<file path="config.mk">
export PLATFORM = sky130hd
export DESIGN_NAME = flash_bus_ctrl
export DESIGN_NICKNAME = d
export VERILOG_FILES = /design/src/rtl/flash_host_pkg.sv /design/src/rtl/ecc_page_tracker.sv /design/src/rtl/flash_bus_ctrl.sv
export SDC_FILE = /design/constraint.sdc
export NUM_CORES = 1
export LEC_CHECK = 0
export BUFFER_PORTS_ARGS = -buffer_cell sky130_fd_sc_hd__clkbuf_2
export CAP_MARGIN = 10
export CORE_ASPECT_RATIO = 1.25
export CORE_MARGIN = 10
export CORE_UTILIZATION = 50
export DETAILED_ROUTE_END_ITERATION = 12
export PLACE_DENSITY_LB_ADDON = 0.2
export RECOVER_POWER = 50
export SLEW_MARGIN = 20
export SYNTH_ARGS = -nofsm -noshare
export SYNTH_HDL_FRONTEND = slang
export SYNTH_SLANG_ARGS = --single-unit
</file>
<file path="constraint.sdc">
create_clock -name mclk -period 5 [get_ports mclk]
set_input_delay 0 -clock mclk [delete_from_list [all_inputs] [get_ports mclk]]
set_output_delay 0 -clock mclk [all_outputs]
set_load 0.01 [all_outputs]
</file>
<file path="src/rtl/flash_host_pkg.sv">
/*
  Shared constants and carriers for the parallel flash bus controller.
  Assumes a 100 MHz clock and an asynchronous NOR flash on the far side.
*/
package flash_host_pkg;
  localparam int ADDR_W       = 22;          // Word address width
  localparam int DATA_W       = 16;
  localparam int MCLK_PS      = 10000;       // Clock period in ps
  // Times in ns, counts rounded up to whole cycles
  localparam int ADDR_ACCESS_NS  = 70;       // address_access_time
  localparam int SELECT_ACCESS_NS = 70;      // select_access_time
  localparam int OE_ACCESS_NS    = 25;       // output_gate_access_time
  localparam int PAGE_ACCESS_NS  = 15;       // page_access_time
  localparam int WE_PULSE_NS     = 35;
  localparam int RECOVER_NS      = 20;
  localparam int ADDR_CYC  = (ADDR_ACCESS_NS * 1000 + MCLK_PS - 1) / MCLK_PS;
  localparam int SEL_CYC   = (SELECT_ACCESS_NS * 1000 + MCLK_PS - 1) / MCLK_PS;
  localparam int PAGE_CYC  = (PAGE_ACCESS_NS * 1000 + MCLK_PS - 1) / MCLK_PS;
  localparam int WE_CYC    = (WE_PULSE_NS * 1000 + MCLK_PS - 1) / MCLK_PS;
  localparam int REC_CYC   = (RECOVER_NS * 1000 + MCLK_PS - 1) / MCLK_PS;
  localparam int FULL_CYC  = (ADDR_CYC > SEL_CYC) ? ADDR_CYC : SEL_CYC;
  localparam int CNT_W     = 4;
  localparam int PAGE_LSB  = 3;              // Page select starts at address bit 3
  localparam int ECC_PAGE_LSB = 4;           // 32-byte correction page = 16 words
  localparam int BUF_MAX_WORDS = 128;        // Largest write buffer load
  localparam int BUF_CNT_W = 8;
  localparam int UNL_A1 = 22'h000555;        // Unlock sequence addresses (word mode)
  localparam int UNL_A2 = 22'h0002AA;
  localparam logic [15:0] UNL_D1 = 16'h00AA;
  localparam logic [15:0] UNL_D2 = 16'h0055;
  localparam logic [15:0] CMD_PROG = 16'h00A0;
  localparam logic [15:0] CMD_IDENT = 16'h0090;

  typedef enum logic [1:0] {
    OP_READ  = 2'h0,
    OP_WRITE = 2'h1,
    OP_PROG  = 2'h2,   // Unlock + program word; short_prog or accel skips the unlock
    OP_IDENT = 2'h3    // Identification entry sequence
  } op_e;

  typedef struct packed {
    op_e                 op;
    logic                byte_mode;
    logic                short_prog;
    logic [ADDR_W:0]     addr;   // Bit 0 is the byte address bit in byte mode
    logic [DATA_W-1:0]   data;
  } req_s;

  typedef struct packed {
    logic              nce;
    logic              noe;
    logic              nwe;
    logic              byte_sel;
    logic [ADDR_W-1:0] addr;
  } pins_s;
endpackage : flash_host_pkg

</file>
<file path="src/rtl/ecc_page_tracker.sv">
/*
  Small memory of per-page program counts used to predict whether the
  flash still corrects errors on a page. Reads are combinational; the flag is registered.
  Assumes one access per clock from the bus controller.
*/
`timescale 1ns/100ps
module ecc_page_tracker #(
  parameter int PAGES_W = 6
) (
  input  wire logic               mclk,       // System clock
  input  wire logic               nrst,       // Synchronous reset, active low
  input  wire logic               prog_hit,   // Page programmed this cycle
  input  wire logic               erase_all,  // Forget all history
  input  wire logic [PAGES_W-1:0] page_idx,   // Page index
  output logic                    ecc_off_ff  // Page has been programmed twice
);
  import flash_host_pkg::*;

  logic [1:0] cnt_mem [2**PAGES_W];
  logic [1:0] cur;

  assign cur = cnt_mem[page_idx];

  // Count saturates at two; a second program turns correction off
  always_ff @(posedge mclk) begin
    if (!nrst || erase_all) begin
      for (int i = 0; i < 2**PAGES_W; i++) cnt_mem[i] <= 2'h0;
      ecc_off_ff <= 1'b0;
    end else begin
      if (prog_hit && cur != 2'h2) cnt_mem[page_idx] <= cur + 2'h1;
      ecc_off_ff <= (cur == 2'h2) || (prog_hit && cur == 2'h1);
    end
  end
endmodule : ecc_page_tracker

</file>
<file path="src/rtl/flash_bus_ctrl.sv">
/*
  Host-side controller for an asynchronous parallel NOR flash.
  Takes one request at a time on a valid/ready port and walks the
  flash pins through read, write and command sequences.
  Assumes the flash data pins are resolved outside from the enables.
*/
`timescale 1ns/100ps
module flash_bus_ctrl
  import flash_host_pkg::*;
#(
  parameter int TRACK_W = 6
) (
  input  wire logic                  mclk,        // System clock
  input  wire logic                  nrst,        // Synchronous reset, active low
  input  wire flash_host_pkg::req_s  req,         // Request
  input  wire logic                  req_valid,   // Request offered
  output logic                       req_ready,   // Request taken
  output logic [15:0]                rd_data_ff,  // Read data
  output logic                       rd_valid_ff, // One-cycle read done pulse
  output logic                       wr_done_ff,  // One-cycle write done pulse
  output logic                       ecc_off,     // Page of the last accepted request lost correction
  input  wire logic                  accel_req,   // Ask for accelerated programming
  output logic                       accel_pin_ff,// High-voltage enable on accel pin
  output flash_host_pkg::pins_s      pins_ff,     // Control and address pins
  output logic [15:0]                dq_out_ff,   // Data pin drive value
  output logic [15:0]                dq_oe_n_ff,  // Data pin enable, low drives
  input  wire logic [15:0]           dq_in        // Data pin level
);
  import flash_host_pkg::*;

  typedef enum logic [2:0] {
    ST_IDLE = 3'b000,
    ST_RD   = 3'b001,
    ST_WR   = 3'b011,
    ST_REC  = 3'b010,
    ST_DONE = 3'b110
  } st_e;

  st_e                 st_ff, nxt_st;
  req_s                cur_ff;
  logic [CNT_W-1:0]    cnt_ff;
  logic [1:0]          step_ff;
  logic [ADDR_W-1:0]   last_page_ff;
  logic                page_ok_ff;
  logic                prog_hit;

  // Address and data of a sequence step; unlock cycles first
  function automatic logic [ADDR_W+15:0] seq_word(input req_s r, input logic [1:0] s);
    logic [ADDR_W+15:0] w;
    w = {r.addr[ADDR_W:1], r.data};
    if (r.op == OP_PROG || r.op == OP_IDENT) begin
      case (s)
        2'h0: w = {UNL_A1[ADDR_W-1:0], UNL_D1};
        2'h1: w = {UNL_A2[ADDR_W-1:0], UNL_D2};
        2'h2: w = {UNL_A1[ADDR_W-1:0], (r.op == OP_IDENT) ? CMD_IDENT : CMD_PROG};
        default: w = {r.addr[ADDR_W:1], r.data};
      endcase
    end
    return w;
  endfunction : seq_word

  wire logic [1:0] first_step = (cur_ff.op == OP_PROG && (cur_ff.short_prog || accel_pin_ff))
                                ? 2'h2 : 2'h0;
  wire logic [1:0] last_step  = (cur_ff.op == OP_PROG) ? 2'h3 :
                                (cur_ff.op == OP_IDENT) ? 2'h2 : 2'h0;
  // Short program skips the unlock cycles; the step is latched on the edge where the strobe falls
  wire logic [1:0] eff_step = (step_ff < first_step) ? first_step : step_ff;
  wire logic [ADDR_W+15:0] sw = seq_word(cur_ff, eff_step);
  // Same page and select still low gives page time, else full time
  wire logic same_page = page_ok_ff &&
       (last_page_ff[ADDR_W-1:PAGE_LSB] == cur_ff.addr[ADDR_W:PAGE_LSB+1]);
  wire logic [CNT_W-1:0] rd_cyc = same_page ? CNT_W'(PAGE_CYC) : CNT_W'(FULL_CYC);
  wire logic cnt_end = (cnt_ff == '0);

  assign req_ready = (st_ff == ST_IDLE);
  assign prog_hit  = (st_ff == ST_WR) && cnt_end && !pins_ff.nwe && (step_ff == last_step) &&
                     (cur_ff.op == OP_PROG);

  // Next state
  always_comb begin
    nxt_st = st_ff;
    case (st_ff)
      ST_IDLE: if (req_valid) nxt_st = (req.op == OP_READ) ? ST_RD : ST_WR;
      ST_RD:   if (!pins_ff.noe && cnt_end) nxt_st = ST_DONE;
      ST_WR:   if (!pins_ff.nwe && cnt_end) nxt_st = ST_REC;
      ST_REC:  if (cnt_end) nxt_st = (step_ff == last_step) ? ST_DONE : ST_WR;
      ST_DONE: nxt_st = ST_IDLE;
      default: nxt_st = ST_IDLE;
    endcase
  end

  // Sequencer; select stays low between reads for page mode
  always_ff @(posedge mclk) begin
    if (!nrst) begin
      st_ff        <= ST_IDLE;
      cur_ff       <= '0;
      cnt_ff       <= '0;
      step_ff      <= 2'h0;
      page_ok_ff   <= 1'b0;
      last_page_ff <= '0;
      rd_data_ff   <= 16'h0000;
      rd_valid_ff  <= 1'b0;
      wr_done_ff   <= 1'b0;
      pins_ff      <= '{nce: 1'b1, noe: 1'b1, nwe: 1'b1, byte_sel: 1'b1, addr: '0};
      dq_out_ff    <= 16'h0000;
      dq_oe_n_ff   <= 16'hFFFF;
    end else begin
      st_ff       <= nxt_st;
      rd_valid_ff <= 1'b0;
      wr_done_ff  <= 1'b0;
      if (cnt_ff != '0) cnt_ff <= cnt_ff - CNT_W'(1);
      case (st_ff)
        ST_IDLE: if (req_valid) begin
          cur_ff <= req;
          // Width change forces a deselect first
          if (req.byte_mode == pins_ff.byte_sel) begin
            page_ok_ff  <= 1'b0;
            pins_ff.nce <= 1'b1;
          end
          pins_ff.byte_sel <= ~req.byte_mode;
        end
        ST_RD: begin
          // Count starts as the gate falls; the spare cycle covers input setup
          if (pins_ff.noe) cnt_ff <= rd_cyc;
          pins_ff.nce  <= 1'b0;
          pins_ff.noe  <= 1'b0;
          pins_ff.nwe  <= 1'b1;
          pins_ff.addr <= cur_ff.addr[ADDR_W:1];
          // Top data line carries the byte address bit in byte mode
          dq_oe_n_ff   <= cur_ff.byte_mode ? 16'h7FFF : 16'hFFFF;
          dq_out_ff    <= {cur_ff.addr[0], 15'h0000};
          if (pins_ff.nce) page_ok_ff <= 1'b0;
          if (!pins_ff.noe && cnt_end) begin
            rd_data_ff   <= cur_ff.byte_mode ? {8'h00, dq_in[7:0]} : dq_in;
            rd_valid_ff  <= 1'b1;
            page_ok_ff   <= 1'b1;
            last_page_ff <= cur_ff.addr[ADDR_W:1];
            pins_ff.noe  <= 1'b1;
          end
        end
        ST_WR: begin
          if (pins_ff.nwe) begin
            cnt_ff <= CNT_W'(WE_CYC);
            step_ff <= eff_step;
          end
          pins_ff.nce  <= 1'b0;
          pins_ff.noe  <= 1'b1;
          pins_ff.nwe  <= cnt_end && !pins_ff.nwe;
          pins_ff.addr <= sw[ADDR_W+15:16];
          dq_out_ff    <= sw[15:0];
          dq_oe_n_ff   <= cur_ff.byte_mode ? 16'hFF00 : 16'h0000;
          page_ok_ff   <= 1'b0;
          if (cnt_end && !pins_ff.nwe) cnt_ff <= CNT_W'(REC_CYC);
        end
        ST_REC: begin
          pins_ff.nce <= 1'b1;
          dq_oe_n_ff  <= 16'hFFFF;
          if (cnt_end && step_ff != last_step) step_ff <= step_ff + 2'h1;
        end
        ST_DONE: begin
          step_ff <= 2'h0;
          if (cur_ff.op != OP_READ) wr_done_ff <= 1'b1;
        end
        default: ;
      endcase
    end
  end

  // High voltage only while a program request waits or runs
  always_ff @(posedge mclk) begin
    if (!nrst) accel_pin_ff <= 1'b0;
    else accel_pin_ff <= accel_req && (st_ff == ST_IDLE ? (req_valid && req.op == OP_PROG)
                                                        : cur_ff.op == OP_PROG);
  end

  // Tracks which pages lost correction by repeat programming
  ecc_page_tracker #(.PAGES_W(TRACK_W)) u_track (
    .mclk      (mclk),
    .nrst      (nrst),
    .prog_hit  (prog_hit),
    .erase_all (1'b0),
    .page_idx  (cur_ff.addr[ECC_PAGE_LSB+TRACK_W:ECC_PAGE_LSB+1]),
    .ecc_off_ff(ecc_off)
  );

  property p_rd_pins;
    @(posedge mclk) disable iff (!nrst) !pins_ff.noe |-> pins_ff.nwe && !pins_ff.nce;
  endproperty
  a_rd_pins: assert property (p_rd_pins) else $error("read without write high");

  property p_wr_pins;
    @(posedge mclk) disable iff (!nrst) !pins_ff.nwe |-> pins_ff.noe && !pins_ff.nce;
  endproperty
  a_wr_pins: assert property (p_wr_pins) else $error("write without gate high");

  property p_byte_hold;
    @(posedge mclk) disable iff (!nrst)
      (!pins_ff.nce && !$past(pins_ff.nce)) |-> $stable(pins_ff.byte_sel);
  endproperty
  a_byte_hold: assert property (p_byte_hold) else $error("width changed while selected");

  property p_accel;
    @(posedge mclk) disable iff (!nrst)
      accel_pin_ff && st_ff != ST_IDLE |-> cur_ff.op == OP_PROG;
  endproperty
  a_accel: assert property (p_accel) else $error("accel voltage outside programming");

  property p_sel_settled;
    @(posedge mclk) disable iff (!nrst) $fell(pins_ff.nce) |-> $stable(pins_ff.byte_sel);
  endproperty
  a_sel_settled: assert property (p_sel_settled) else $error("width moved as select fell");

  property p_rd_sample;
    @(posedge mclk) disable iff (!nrst)
      rd_valid_ff |-> !$past(pins_ff.noe) && !$past(pins_ff.nce);
  endproperty
  a_rd_sample: assert property (p_rd_sample) else $error("read taken with gate high");

  property p_we_width;
    @(posedge mclk) disable iff (!nrst) $fell(pins_ff.nwe) |-> !pins_ff.nwe [*4];
  endproperty
  a_we_width: assert property (p_we_width) else $error("write strobe too short");
endmodule : flash_bus_ctrl

</file>
=== After elaboration in Yosys (flattened, before gate mapping) ===
Memories as Yosys holds them, arrays and structs flattened. A register that Yosys moved wholly into a read port is not among the register bits.
Index checks and enable logic that the tools add are counted.

* Add/sub/neg operators: 3
* Magnitude comparators: 1
* Equality and inequality tests: 24
* Mux-type cells: 50
* Bitwise logic cells: 1
* Reduce and logical (&&, ||, !) cells: 39

{| class="wikitable"
|+ Operators with widths
! operator !! number
|-
| $pmux 38 s3 || 1
|-
| $mux 16 || 3
|-
| $pmux 16 s3 || 1
|-
| $pmux 22 s2 || 1
|-
| $mux 38 || 1
|-
| $pmux 16 s2 || 1
|-
| $mux 6 || 4
|-
| $eq 19x19->1 || 1
|-
| $mux 3 || 6
|-
| $mux 2 || 8
|-
| $mux 4 || 4
|-
| $mux 1 || 14
|-
| $logic_and 1x1->1 || 13
|-
| $ne 2x2->1 const B || 6
|-
| $pmux 3 s4 || 1
|-
| $reduce_bool 3->1 || 4
|-
| $eq 2x2->1 const B || 5
|-
| $pmux 4 s2 || 1
|-
| $reduce_and 2->1 || 4
|-
| $reduce_and 4->1 || 2
|-
| $eq 3x2->1 const B || 2
|-
| $pmux 1 s3 || 2
|-
| $pmux 2 s3 || 1
|-
| $reduce_and 3->1 || 2
|-
| other kinds (21) || 30
|}

* Bits in registers: 153
* Memory bits (writable): 128
* Bits of input ports: 63
* Output and inout bits: 79
* Logic and storage cells: 141
* Memories kept: 1

{| class="wikitable"
|+ Memories
! name !! depth !! bits a word !! rd ports !! clocked after memory_dff !! write ports !! line !! source
|-
| u_track.cnt_mem || 64 || 2 || 1 || 1 || 64 || ecc_page_tracker.sv:19 || <nowiki>logic [1:0] cnt_mem [2**PAGES_W];</nowiki>
|}

=== Longest topological paths before layout ===
Gate-level depths: netlist of run 1.

* Word-level depth: 12
* Depth in mapped cells: 14
* Gate-level depth less buffers: 9

=== Hierarchy ===
A second synthesis of run 1 with hierarchy kept.

* Cell total of the unflattened synthesis: 1,182
* Area, all modules: 11,857.6 um^2

{| class="wikitable"
|+ Modules (own cells, without submodules)
! module !! times used !! cells an instance !! area each (um^2) !! seq. area each (um^2)
|-
| ecc_page_tracker || 1 || 569 || 6,473.7 || 3,863.7
|-
| flash_bus_ctrl || 1 || 613 || 5,383.9 || 2,722.6
|}

=== Least setup slack after synthesis of run 1 ===
Ideal clock, no wire load.

* Path kind: reg-to-reg
* Start: reg (tool-made name)
* End: mem u_track.cnt_mem[41][0] (enable)
* Library setup time: 0.327 ns
* Arrival time: 3.418 ns
* Required time: 4.673 ns
* Path slack: 1.254 ns
* Stages on the path, launching flop included: 13
* Path buffers: 4
* Clock period less this slack: 3.746 ns
* Cell sequence: dfxtp_1 > buf_2 > buf_2 > buf_2 > mux4_2 > mux4_2 > nand3b_1 > o311ai_0 > ha_1 > nor3b_1 > nand2_1 > buf_1 > o21ai_0

{| class="wikitable"
|+ RTL lines
! what !! line
|-
| end: declaration || ecc_page_tracker.sv:19
|}

==> results of run 1 <==
==> final cells by class <==
class	count	area [um^2]
flip-flops and latches	271	6710
fillers	2035	9970
inverters	7	26.3
clock buffers	33	748
well taps	330	413
clock inverters	16	109
repair buffers	227	1390
multi-input cells	766	5070
==> kinds of logic after synthesis <==
| group | count (synthesis) | synth area share |
|---|---|---|
| simple gates | 440 | 0.181 |
| flops | 271 | 0.541 |
| compound gates | 253 | 0.134 |
| buf+inv | 140 | 0.0508 |
| mux | 46 | 0.0738 |
| xor+xnor | 23 | 0.0162 |
| fa+ha+maj | 4 | 0.00404 |
==> registers in the layout, indices dropped and copies added (netlist names), named ones only <==
name and flops:
dq_out_ff 16, wr_done_ff 1, cnt_ff 4, cur_ff 43
u_track.cnt_mem 128, step_ff 2, dq_oe_n_ff 3, page_ok_ff 1
accel_pin_ff 1, rd_data_ff 16, last_page_ff 19, st_ff 3
rd_valid_ff 1, pins_ff 26, u_track.ecc_off_ff 1
==> Yosys cell counts (8+ instances only) <==
cell type,count
xnor2_1,22
edfxtp_1,128
nor3_1,95
buf_1,13
a21boi_0,98
o21ai_0,83
nor2_1,21
buf_2,8
a21oi_1,22
nand3b_1,14
nand2_1,212
a22oi_1,22
buf_4,13
clkbuf_1,93
mux4_2,36
nor2b_1,16
dfxtp_1,143
nor3_2,40
==> stage by stage <==
stage | utilization | cells | setup WS [ps]
2_1_floorplan | - | 1177 | 1250
3_3_place_gp | 0.537 | 1538 | 1000
3_5_place_dp | 0.537 | 1538 | 847
4_1_cts | 0.598 | 1649 | 831
5_1_grt | 0.592 | 1650 | 330
6_report | 0.592 | 1650 | 768
==> worst max-delay path by stage <==
stage | slack [ps] | start | endpoint
2_1_floorplan | 1250 | flip-flop | u_track.cnt_mem[41][0]
3_3_place_gp | 1000 | flip-flop | u_track.cnt_mem[25][0]
3_5_place_dp | 850 | flip-flop | u_track.cnt_mem[41][0]
4_1_cts | 830 | flip-flop | u_track.cnt_mem[41][0]
5_1_grt | 330 | nrst | u_track.cnt_mem[13][1]
6_report | 770 | nrst | u_track.cnt_mem[16][0]
==> tightest hold or removal path, delay by kind of cell <==
| family | cells | cell delay [ps] |
|---|---|---|
| and+or+nand+nor | 2 | 260 |
| AOI/OAI and AO/OA | 1 | 230 |
| buffers and inverters | 1 | 110 |
==> power by group <==
group / internal [mW] / switching (mW)
sequential: 2.51 / 0.217
clock: 1.11 / 0.848
combinational: 0.582 / 1.20
total: 4.20 / 2.26
==> per-layer routing <==
layer	up-vias	wire length [um]
li1	4466	-
met1	4487	12500
met2	234	15800
met3	36	1820
met4	0	516
met5	-	0
==> what timing repair did <==
item                                   in CTS  in global routing
endpoints found under the hold margin      69                  0
hold buffers                               62                  0
setup buffers                               0                  0
==> metrics.csv, run 1 <==
stage;metric;value;unit
critical_path;Worst path depth;4;
worst_hold_path;Hold EP;u_track.ecc_off_ff;
critical_path;buffers plus inverters on the worst setup path;3;
logic_synthesis;EDFF count, synth;128;
critical_path;crit path DAT;4270;ps
critical_path;Slowest-stage cell, CP;clkbuf_1;
cts;PostCTS Resize Cnt;0;
logic_synthesis;yosys warns;0;
global_routing;largest net degree at the start of global routing;99;
logic_synthesis;syn nets;1244;
die;CORE AREA;24400;um^2
timing;setup violators final;0;
critical_path;CP cell instances;clkbuf_1 -> buf_4 -> clkbuf_1 -> o21ai_0;
critical_path;Worst Setup Start Kind;input pin;
critical_path;R2R depth;9;
finish;Synth-to-Final Area Change;16.6;%
timing;period utilisation layout;0.846;
status;status;finished with violations;
drt;residual DRC count;0;
critical_path;Critical Path RT;5040;ps
logic_synthesis;largest cells by area after synthesis;edfxtp_1, dfxtp_1, mux4_2, nand2_1, a21boi_0;
critical_path;Max Fanout on Critical Path;98;
finish;ant diodes;0;
drt;Avg WL per Cell;18.6;um
logic_synthesis;synthesis-stage register bit count;271;
die;die area;31500;um^2
finish;most common cell after layout, fill and taps aside;nand2_1;
finish;nets;1367;
logic_synthesis;Synth area leader;edfxtp_1;
timing;RSZ-0062 raised after global routing;no;
finish;most frequent cells in the layout;nand2_1, dfxtp_1, edfxtp_1;
timing;setup_tns;0;ps
die;Die Y;196;um
logic_synthesis;syn_area_per_cell;10.5;um^2
cts;Clock Path Buffers;3;
pwr;Leak;4.71;nW
finish;share of cells above drive strength 1;0.157;
pwr;Total Power;6.46;mW
logic_synthesis;area share of the largest cell type after synthesis;0.310;
critical_path;crit end category;flip-flop;
status;failing checks;max-capacitance violations, max-slew violations;
cts;Worst-path clk slew;60;ps
pwr;maximum vdd drop;0.420;mV
global_routing;global-route met1 utilization;0.230;
critical_path;CP max stage delay;2600;ps
timing;Fin Clk Skew;20.7;ps
place;I/O Buffers;141;
run;max-cap violations;2;
logic_synthesis;ys async rst share;0;
cts;CTS sink cnt;271;
logic_synthesis;Yosys cell types;58;
place;Final GP Congestion;0.857;
global_routing;GRT Total Usage;0.189;
timing;final hold violation count;0;
global_routing;total gr overflow;0;
place;placed wire-length estimate;20.0;mm
drt;drt pass-1 iters;5;
worst_hold_path;worst min path class;input pin to flip-flop;
die;num ports;142;
logic_synthesis;sequential area share after synthesis;0.541;
cts;H-tree depth;1;
drt;Via density;5.59;
drt;Iteration-0 DRC Markers;782;
cts;TritonCTS buffer count;27;
timing;Tmin final;4230;ps
timing;fmax;236;MHz
worst_hold_path;Worst Hold Depth;4;
die;die width;161;um
drt;final WL;30.6;mm
finish;final instance area;14500;um^2
critical_path;Worst R2R End;u_track.cnt_mem[25][0];
critical_path;CP Class;input pin to flip-flop;
drt;post-route antenna net violation count;0;
global_routing;GRT busiest layer;met2;
timing;final-report max-slew violation count;141;
place;Placed Area;13100;um^2
die;Std-Cell Rows;64;
timing;Slew headroom;-1.42;
global_routing;GRT met2 Usage;0.331;
logic_synthesis;cells after synthesis;1177;
critical_path;delay-heaviest family, CP;buffers and inverters;
worst_hold_path;hold path startpoint;nrst;
die;Initial Utilization;0.508;
drt;total number of vias;9223;
global_routing;initial antenna violation count;0;
logic_synthesis;Main synth FF type;dfxtp_1;
cts;Clk Tree Root Cell;clkbuf_16;
global_routing;global-route wire length before repair;49.7;mm
global_routing;number of global-route vias before repair;9214;
cts;CTS tree;yes;
cts;worst skew pair latency;530;ps
logic_synthesis;Synth Cell Area;12400;um^2
pwr;Power Density;447;nW/um^2
critical_path;reg2reg setup slack;790;ps
timing;WHS;153;ps
critical_path;CP dominant cell by count;clkbuf_1;
global_routing;grt met3 use;0.0415;
timing;slew of the pin with the lowest slew margin;3630;ps
(Power assumes the default switching activity.)
==> inputs of run 2 (changes only) <==
Clock period 5 ns to 4.1 ns, I/O delays scaled along.
==> run 2 against run 1 <==
Effect of this change: the flow still finishes with violations (max-capacitance violations, max-slew violations); design area is 0.94% higher; flip-flop and latch count did not move; power increased by 26%; non-clock buffer count grew 4; die area unchanged; clock skew shrank 3.7 ps; global-route usage is 0.18 points higher; clock power grew 35%; first-iteration DRC count is 24% lower; worst hold slack lost 26 ps.
==> metrics.csv, run 2 (same netlist as run 1, synthesis figures left out) <==
stage;metric;value;unit;change
cts;Clock Path Buffers;3;;unchanged
global_routing;number of global-route vias before repair;9364;;+1.6%
critical_path;Worst R2R End;u_track.cnt_mem[34][0];;
critical_path;crit path DAT;3870;ps;-400 ps
finish;most frequent cells in the layout;nand2_1, dfxtp_1, edfxtp_1;;
critical_path;CP Class;flip-flop to flip-flop;;
cts;Post-CTS Setup Inserts;0;;unchanged
global_routing;initial antenna violation count;0;;unchanged
critical_path;crit path from;st_ff[0];;
critical_path;Worst Setup Start Kind;flip-flop;;
cts;H-tree depth;1;;unchanged
timing;final hold violation count;0;;unchanged
timing;RSZ-0062 raised after global routing;no;;
worst_hold_path;hold path startpoint;nrst;;
critical_path;Critical Path RT;4300;ps;-740 ps
timing;Fin Clk Skew;17.0;ps;-3.73 ps
timing;slew of the pin with the lowest slew margin;1960;ps;-1670 ps
global_routing;largest net degree at the start of global routing;108;;+9.1%
die;Die Y;196;um;unchanged
place;placed wire-length estimate;20.1;mm;+0.51%
critical_path;reg2reg setup slack;430;ps;-360 ps
pwr;Leak;4.78;nW;+1.4%
place;pre-CTS setup slack;435;ps;-412 ps
global_routing;global-route wire length before repair;49.9;mm;+0.42%
finish;Fillers;2069;;+1.7%
timing;setup_tns;0;ps;unchanged
die;num ports;142;;unchanged
finish;Top Registers;u_track.cnt_mem (128), cur_ff (43), pins_ff (26);;
critical_path;R2R depth;7;;-2
critical_path;worst r2r src;st_ff[0];;
global_routing;GRT met2 Usage;0.328;;-0.00307
global_routing;grt met3 use;0.0375;;-0.00398
die;Initial Utilization;0.508;;unchanged
critical_path;Max Fanout on Critical Path;18;;-82%
cts;Clk Tree Root Cell;clkbuf_16;;
global_routing;total gr overflow;0;;unchanged
die;CORE AREA;24400;um^2;unchanged
critical_path;Critical Path End;u_track.cnt_mem[34][0];;
drt;Iteration-0 DRC Markers;595;;-24%
drt;residual DRC count;0;;unchanged
cts;TritonCTS buffer count;28;;+3.7%
finish;Biggest register;u_track.cnt_mem;;
drt;drt pass-1 iters;7;;+2
global_routing;global-route met1 utilization;0.240;;+0.00966
finish;multi-input combinational cell area;5040;um^2;-0.59%
status;status;finished with violations;;
pwr;maximum vdd drop;0.441;mV;+4.9%
place;Final GP Congestion;0.847;;-1.2%
timing;Tmin final;3670;ps;
pwr;Power Density;556;nW/um^2;+24%
cts;Worst-path clk slew;60;ps;about the same
global_routing;GRT Total Usage;0.191;;+0.00179
die;Std-Cell Rows;64;;unchanged
cts;worst skew pair latency;540;ps;about the same
cts;CTS tree;yes;;
timing;final-report max-slew violation count;153;;+8.5%
drt;post-route antenna net violation count;0;;unchanged
worst_hold_path;worst min path class;input pin to flip-flop;;
global_routing;GRT busiest layer;met2;;
timing;period utilisation layout;0.894;;
timing;fmax;273;MHz;
drt;final WL;30.9;mm;+0.84%
cts;CTS sink cnt;271;;unchanged
die;die width;161;um;unchanged
die;die area;31500;um^2;unchanged
drt;Via density;5.59;;about the same
timing;Slew headroom;-0.309;;+1.11
finish;nets;1372;;+0.37%
finish;share of cells above drive strength 1;0.154;;-0.00233
finish;max FFs per register;128;;unchanged
critical_path;crit end category;flip-flop;;
status;failing checks;max-capacitance violations, max-slew violations;;
timing;Worst Slack Setup Final;435;ps;-333 ps
run;max-cap violations;3;;+1
drt;Avg WL per Cell;18.6;um;+0.35%
drt;total number of vias;9260;;+0.40%
timing;WHS;127;ps;-25.8 ps
place;I/O Buffers;141;;unchanged
finish;Synth-to-Final Area Change;17.7;%;
timing;setup violators final;0;;unchanged
finish;Storage cell area;6710;um^2;unchanged
finish;most common cell after layout, fill and taps aside;nand2_1;;
## run 2: power breakdown
| part | switching, mW | internal, mW | total, mW |
|---|---|---|---|
| clock network | 1.03 | 1.62 | 2.65 |
| logic | 1.43 | 0.718 | 2.15 |
| registers | 0.258 | 3.06 | 3.32 |
| total | 2.72 | 5.40 | 8.12 |
## run 2: layout make-up
class / instances / share of cell area
Sequential cell: 271 / 0.460
Multi-Input combinational cell: 766 / 0.345
Timing Repair Buffer: 231 / 0.0974
Clock buffer: 45 / 0.0616
Tap cell: 330 / 0.0283
Clock inverter: 7 / 0.00600
Inverter: 7 / 0.00180
Antenna cell: 1 / 0.000171
## run 2: how the worst min path moves through the flow
stage	endpoint	slack [ps]	cells past startpoint
after detailed placement	cur_ff[3]	240	3
after global placement	cur_ff[1]	230	3
final	u_track.ecc_off_ff	130	4
after floorplan	cur_ff[27]	140	2
after CTS	u_track.ecc_off_ff	110	4
after global routing	u_track.ecc_off_ff	140	4
## run 2: what timing repair did
| item | CTS | global route |
|---|---|---|
| setup endpoints to repair | 0 | 0 |
| hold buffers | 62 | 0 |
| gates resized for setup | 0 | 0 |
| hold endpoints to repair | 69 | 0 |
## run 2: through the flow
step | power [mW] | instance area (um^2) | util | cells
finish | 8.12 | 14600 | 0.598 | 1658
global route | 8.54 | 14600 | 0.597 | 1657
CTS | 8.23 | 14800 | 0.605 | 1657
detailed placement | 5.53 | 13200 | 0.539 | 1543
global placement | 5.49 | 13200 | 0.539 | 1543
floorplan | 4.94 | 12400 | - | 1177
## run 2: worst max-delay path: stages, from the launching register on
cell and delay (ps):
dfxtp_1 560, nor2b_1 180, clkbuf_1 650, nand4_1 320, nor4_1 830, nand2_1 170, clkbuf_1 260, o21ai_0 360
## run 2: per-layer routing
| metal | up-vias | part of all wire |
|---|---|---|
| met3 | 51 | 0.058 |
| met1 | 4449 | 0.42 |
| met5 | - | 0 |
| li1 | 4482 | - |
| met4 | 0 | 0.021 |
| met2 | 278 | 0.50 |
==> inputs of run 3 (changes only) <==
Settings changed: GPL_TIMING_DRIVEN from default to 0.
==> run 3 against run 2 <==
Effect of this change: the flow still finishes with violations (max-capacitance violations, max-slew violations); wire length is 22% higher; setup slack worse by 280 ps; design area is 3.6% higher; power is 1.7% higher; global-route usage is 4.5 points higher; worst hold slack worse by 68 ps; die area stayed put; sequential share of layout area is 1.6 points lower; via count is 9.0% higher; count of clock-buffer cells in the layout is 4 lower; sequential power is 3% lower; register-to-register slack worse by 280 ps; largest cell class unchanged.
==> metrics.csv, run 3 (same netlist as run 1, synthesis figures left out) <==
stage;metric;value;unit;change
timing;Worst Slack Setup Final;155;ps;-279 ps
global_routing;global-route wire length before repair;59.0;mm;+18%
finish;share of cells above drive strength 1;0.185;;+0.0310
cts;Worst-path clk slew;60;ps;about the same
finish;Storage cell area;6710;um^2;unchanged
finish;most common cell after layout, fill and taps aside;nand2_1;;
drt;Avg WL per Cell;21.4;um;+15%
pwr;Sw Pwr;2.93;mW;+8.1%
timing;final-report max-slew violation count;10;;-93%
die;Initial Utilization;0.508;;unchanged
die;die width;161;um;unchanged
pwr;Comb pwr share;0.314;;+0.050
critical_path;CP Class;flip-flop to flip-flop;;
cts;Clk Tree Root Cell;clkbuf_16;;
timing;Tmin final;3940;ps;+279 ps
critical_path;Worst Setup Start Kind;flip-flop;;
timing;period utilisation layout;0.962;;+0.0682
pwr;Total Power;8.25;mW;+1.7%
cts;H-tree depth;1;;unchanged
finish;multi-input combinational cell area;5110;um^2;+1.4%
drt;residual DRC count;0;;unchanged
global_routing;GRT Total Usage;0.236;;+0.0448
place;placed cells;1648;;+6.8%
drt;total number of vias;10100;;+9.0%
finish;Fillers;2048;;-1.0%
timing;final hold violation count;0;;unchanged
timing;setup violators final;0;;unchanged
pwr;clock power share;0.296;;-0.031
place;pre-CTS setup slack;-1130;ps;-1570 ps
critical_path;crit path DAT;4210;ps;+340 ps
die;Die Y;196;um;unchanged
critical_path;Critical Path RT;4370;ps;+70 ps
cts;Clock Path Buffers;3;;unchanged
global_routing;largest net degree at the start of global routing;15;;-86%
place;Final GP Congestion;0.930;;+9.8%
timing;RSZ-0062 raised after global routing;no;;
pwr;maximum vdd drop;0.325;mV;-26%
drt;Via density;5.72;;+2.4%
pwr;Power Density;546;nW/um^2;-1.8%
finish;final instance area;15100;um^2;+3.6%
finish;post-layout util;0.619;;+0.0216
place;placed wire-length estimate;26.4;mm;+31%
global_routing;total gr overflow;0;;unchanged
pwr;sequential share of power;0.391;;-0.018
finish;Biggest register;u_track.cnt_mem;;
cts;CTS tree;yes;;
critical_path;R2R depth;13;;+6
status;status;finished with violations;;
pwr;Sw Share;0.356;;+0.0210
worst_hold_path;Hold EP;step_ff[1];;
cts;CTS sink cnt;271;;unchanged
place;Placed Area;13500;um^2;+2.7%
timing;Slew headroom;-0.199;;+0.109
place;I/O Buffers;141;;unchanged
drt;post-route antenna net violation count;0;;unchanged
critical_path;crit end category;flip-flop;;
timing;slew of the pin with the lowest slew margin;1780;ps;-181 ps
cts;TritonCTS buffer count;27;;-3.6%
drt;final WL;37.8;mm;+22%
die;num ports;142;;unchanged
critical_path;Worst R2R End;u_track.cnt_mem[54][1];;
timing;WHS;58.8;ps;-68.1 ps
timing;Fin Clk Skew;15.0;ps;-1.96 ps
die;CORE AREA;24400;um^2;unchanged
finish;max FFs per register;128;;unchanged
drt;Iteration-0 DRC Markers;882;;+48%
finish;nets;1481;;+7.9%
worst_hold_path;Worst Hold Depth;4;;unchanged
die;die area;31500;um^2;unchanged
critical_path;Max Fanout on Critical Path;10;;-8
finish;ant diodes;0;;-1
worst_hold_path;hold path startpoint;nrst;;
worst_hold_path;worst min path class;input pin to flip-flop;;
status;failing checks;max-capacitance violations, max-slew violations;;
drt;drt pass-1 iters;5;;-2
finish;final std cells w/o fill;1764;;+6.4%
timing;setup_tns;0;ps;unchanged
global_routing;number of global-route vias before repair;10500;;+13%
global_routing;initial antenna violation count;0;;unchanged
cts;worst skew pair latency;550;ps;about the same
run;max-cap violations;1;;-2
timing;fmax;254;MHz;-7.1%
critical_path;reg2reg setup slack;160;ps;-280 ps
pwr;internal power;5.32;mW;-1.5%
finish;Synth-to-Final Area Change;22.0;%;
die;Std-Cell Rows;64;;unchanged
pwr;Leak;5.02;nW;+4.9%
finish;Top Registers;u_track.cnt_mem (128), cur_ff (43), pins_ff (26);;
finish;most frequent cells in the layout;nand2_1, clkbuf_1, dfxtp_1;;
==> run 3: changes by cell type in the layout (fill, tap and decap cells not counted), moves of 5 or more <==
| cell | previous run | this run |
|---|---|---|
| clkbuf_1 | 92 | 156 |
| o21ai_0 | 83 | 51 |
| o21ai_1 | 0 | 30 |
| clkbuf_2 | 64 | 78 |
| clkbuf_4 | 0 | 14 |
| buf_2 | 0 | 12 |
| buf_6 | 0 | 11 |
| buf_4 | 19 | 9 |
| nor3_1 | 105 | 95 |
| nor3_2 | 30 | 40 |
| nand2_1 | 212 | 206 |
| clkbuf_8 | 7 | 12 |
| nand2_2 | 0 | 5 |
==> run 3: per-layer routing <==
| layer | up-vias | global-route usage | wire length, um |
|---|---|---|---|
| li1 | 4695 | - | - |
| met1 | 4807 | 0.264 | 13700 |
| met2 | 476 | 0.427 | 19600 |
| met3 | 115 | 0.0459 | 2880 |
| met4 | 0 | 0.0989 | 1620 |
| met5 | - | 0 | 0 |
==> run 3: power groups by stage <==
stage	clock network [mW]	logic [mW]	registers (mW)
global placement	0	2.47	3.27
global route	2.57	2.81	3.25
CTS	2.47	2.60	3.22
finish	2.44	2.59	3.22
floorplan	0	1.69	3.26
detailed placement	0	2.50	3.28
==> run 3: repair_timing <==
| action | in CTS | in global routing |
|---|---|---|
| cloned | 0 | 0 |
| pin swaps | 0 | 0 |
| buffers inserted | 6 | 0 |
| setup endpoints to repair | 256 | 161 |
| hold buffers | 62 | 0 |
| gates resized for setup | 89 | 8 |
| endpoints found under the hold margin | 69 | 0 |
==> run 3: layout make-up <==
type / count / share of cell area
sequential: 271 / 0.444
inverter: 7 / 0.00174
multi-input combinational: 766 / 0.338
clock buffer: 41 / 0.0530
timing repair buffer: 209 / 0.0852
buffer: 132 / 0.0468
tap: 330 / 0.0273
clock inverter: 8 / 0.00455
==> run 3: worst max path at each step <==
stage / startpoint / endpoint / cells after the start
after detailed placement: flip-flop / u_track.cnt_mem[26][1] / 13
after global routing: flip-flop / u_track.cnt_mem[41][1] / 13
after CTS: flip-flop / u_track.cnt_mem[45][1] / 12
after global placement: flip-flop / u_track.cnt_mem[45][1] / 14
final: flip-flop / u_track.cnt_mem[54][1] / 13
after floorplan: flip-flop / u_track.cnt_mem[41][0] / 12
==> run 3: critical path: stages (launching register included) <==
cell,delay (ps)
dfxtp_1,300
buf_2,220
buf_6,240
mux4_2,580
mux4_2,470
o22ai_1,240
o22ai_1,190
buf_2,230
inv_1,80
ha_2,250
nor3b_2,80
nand2_1,250
buf_2,410
nor3_1,120
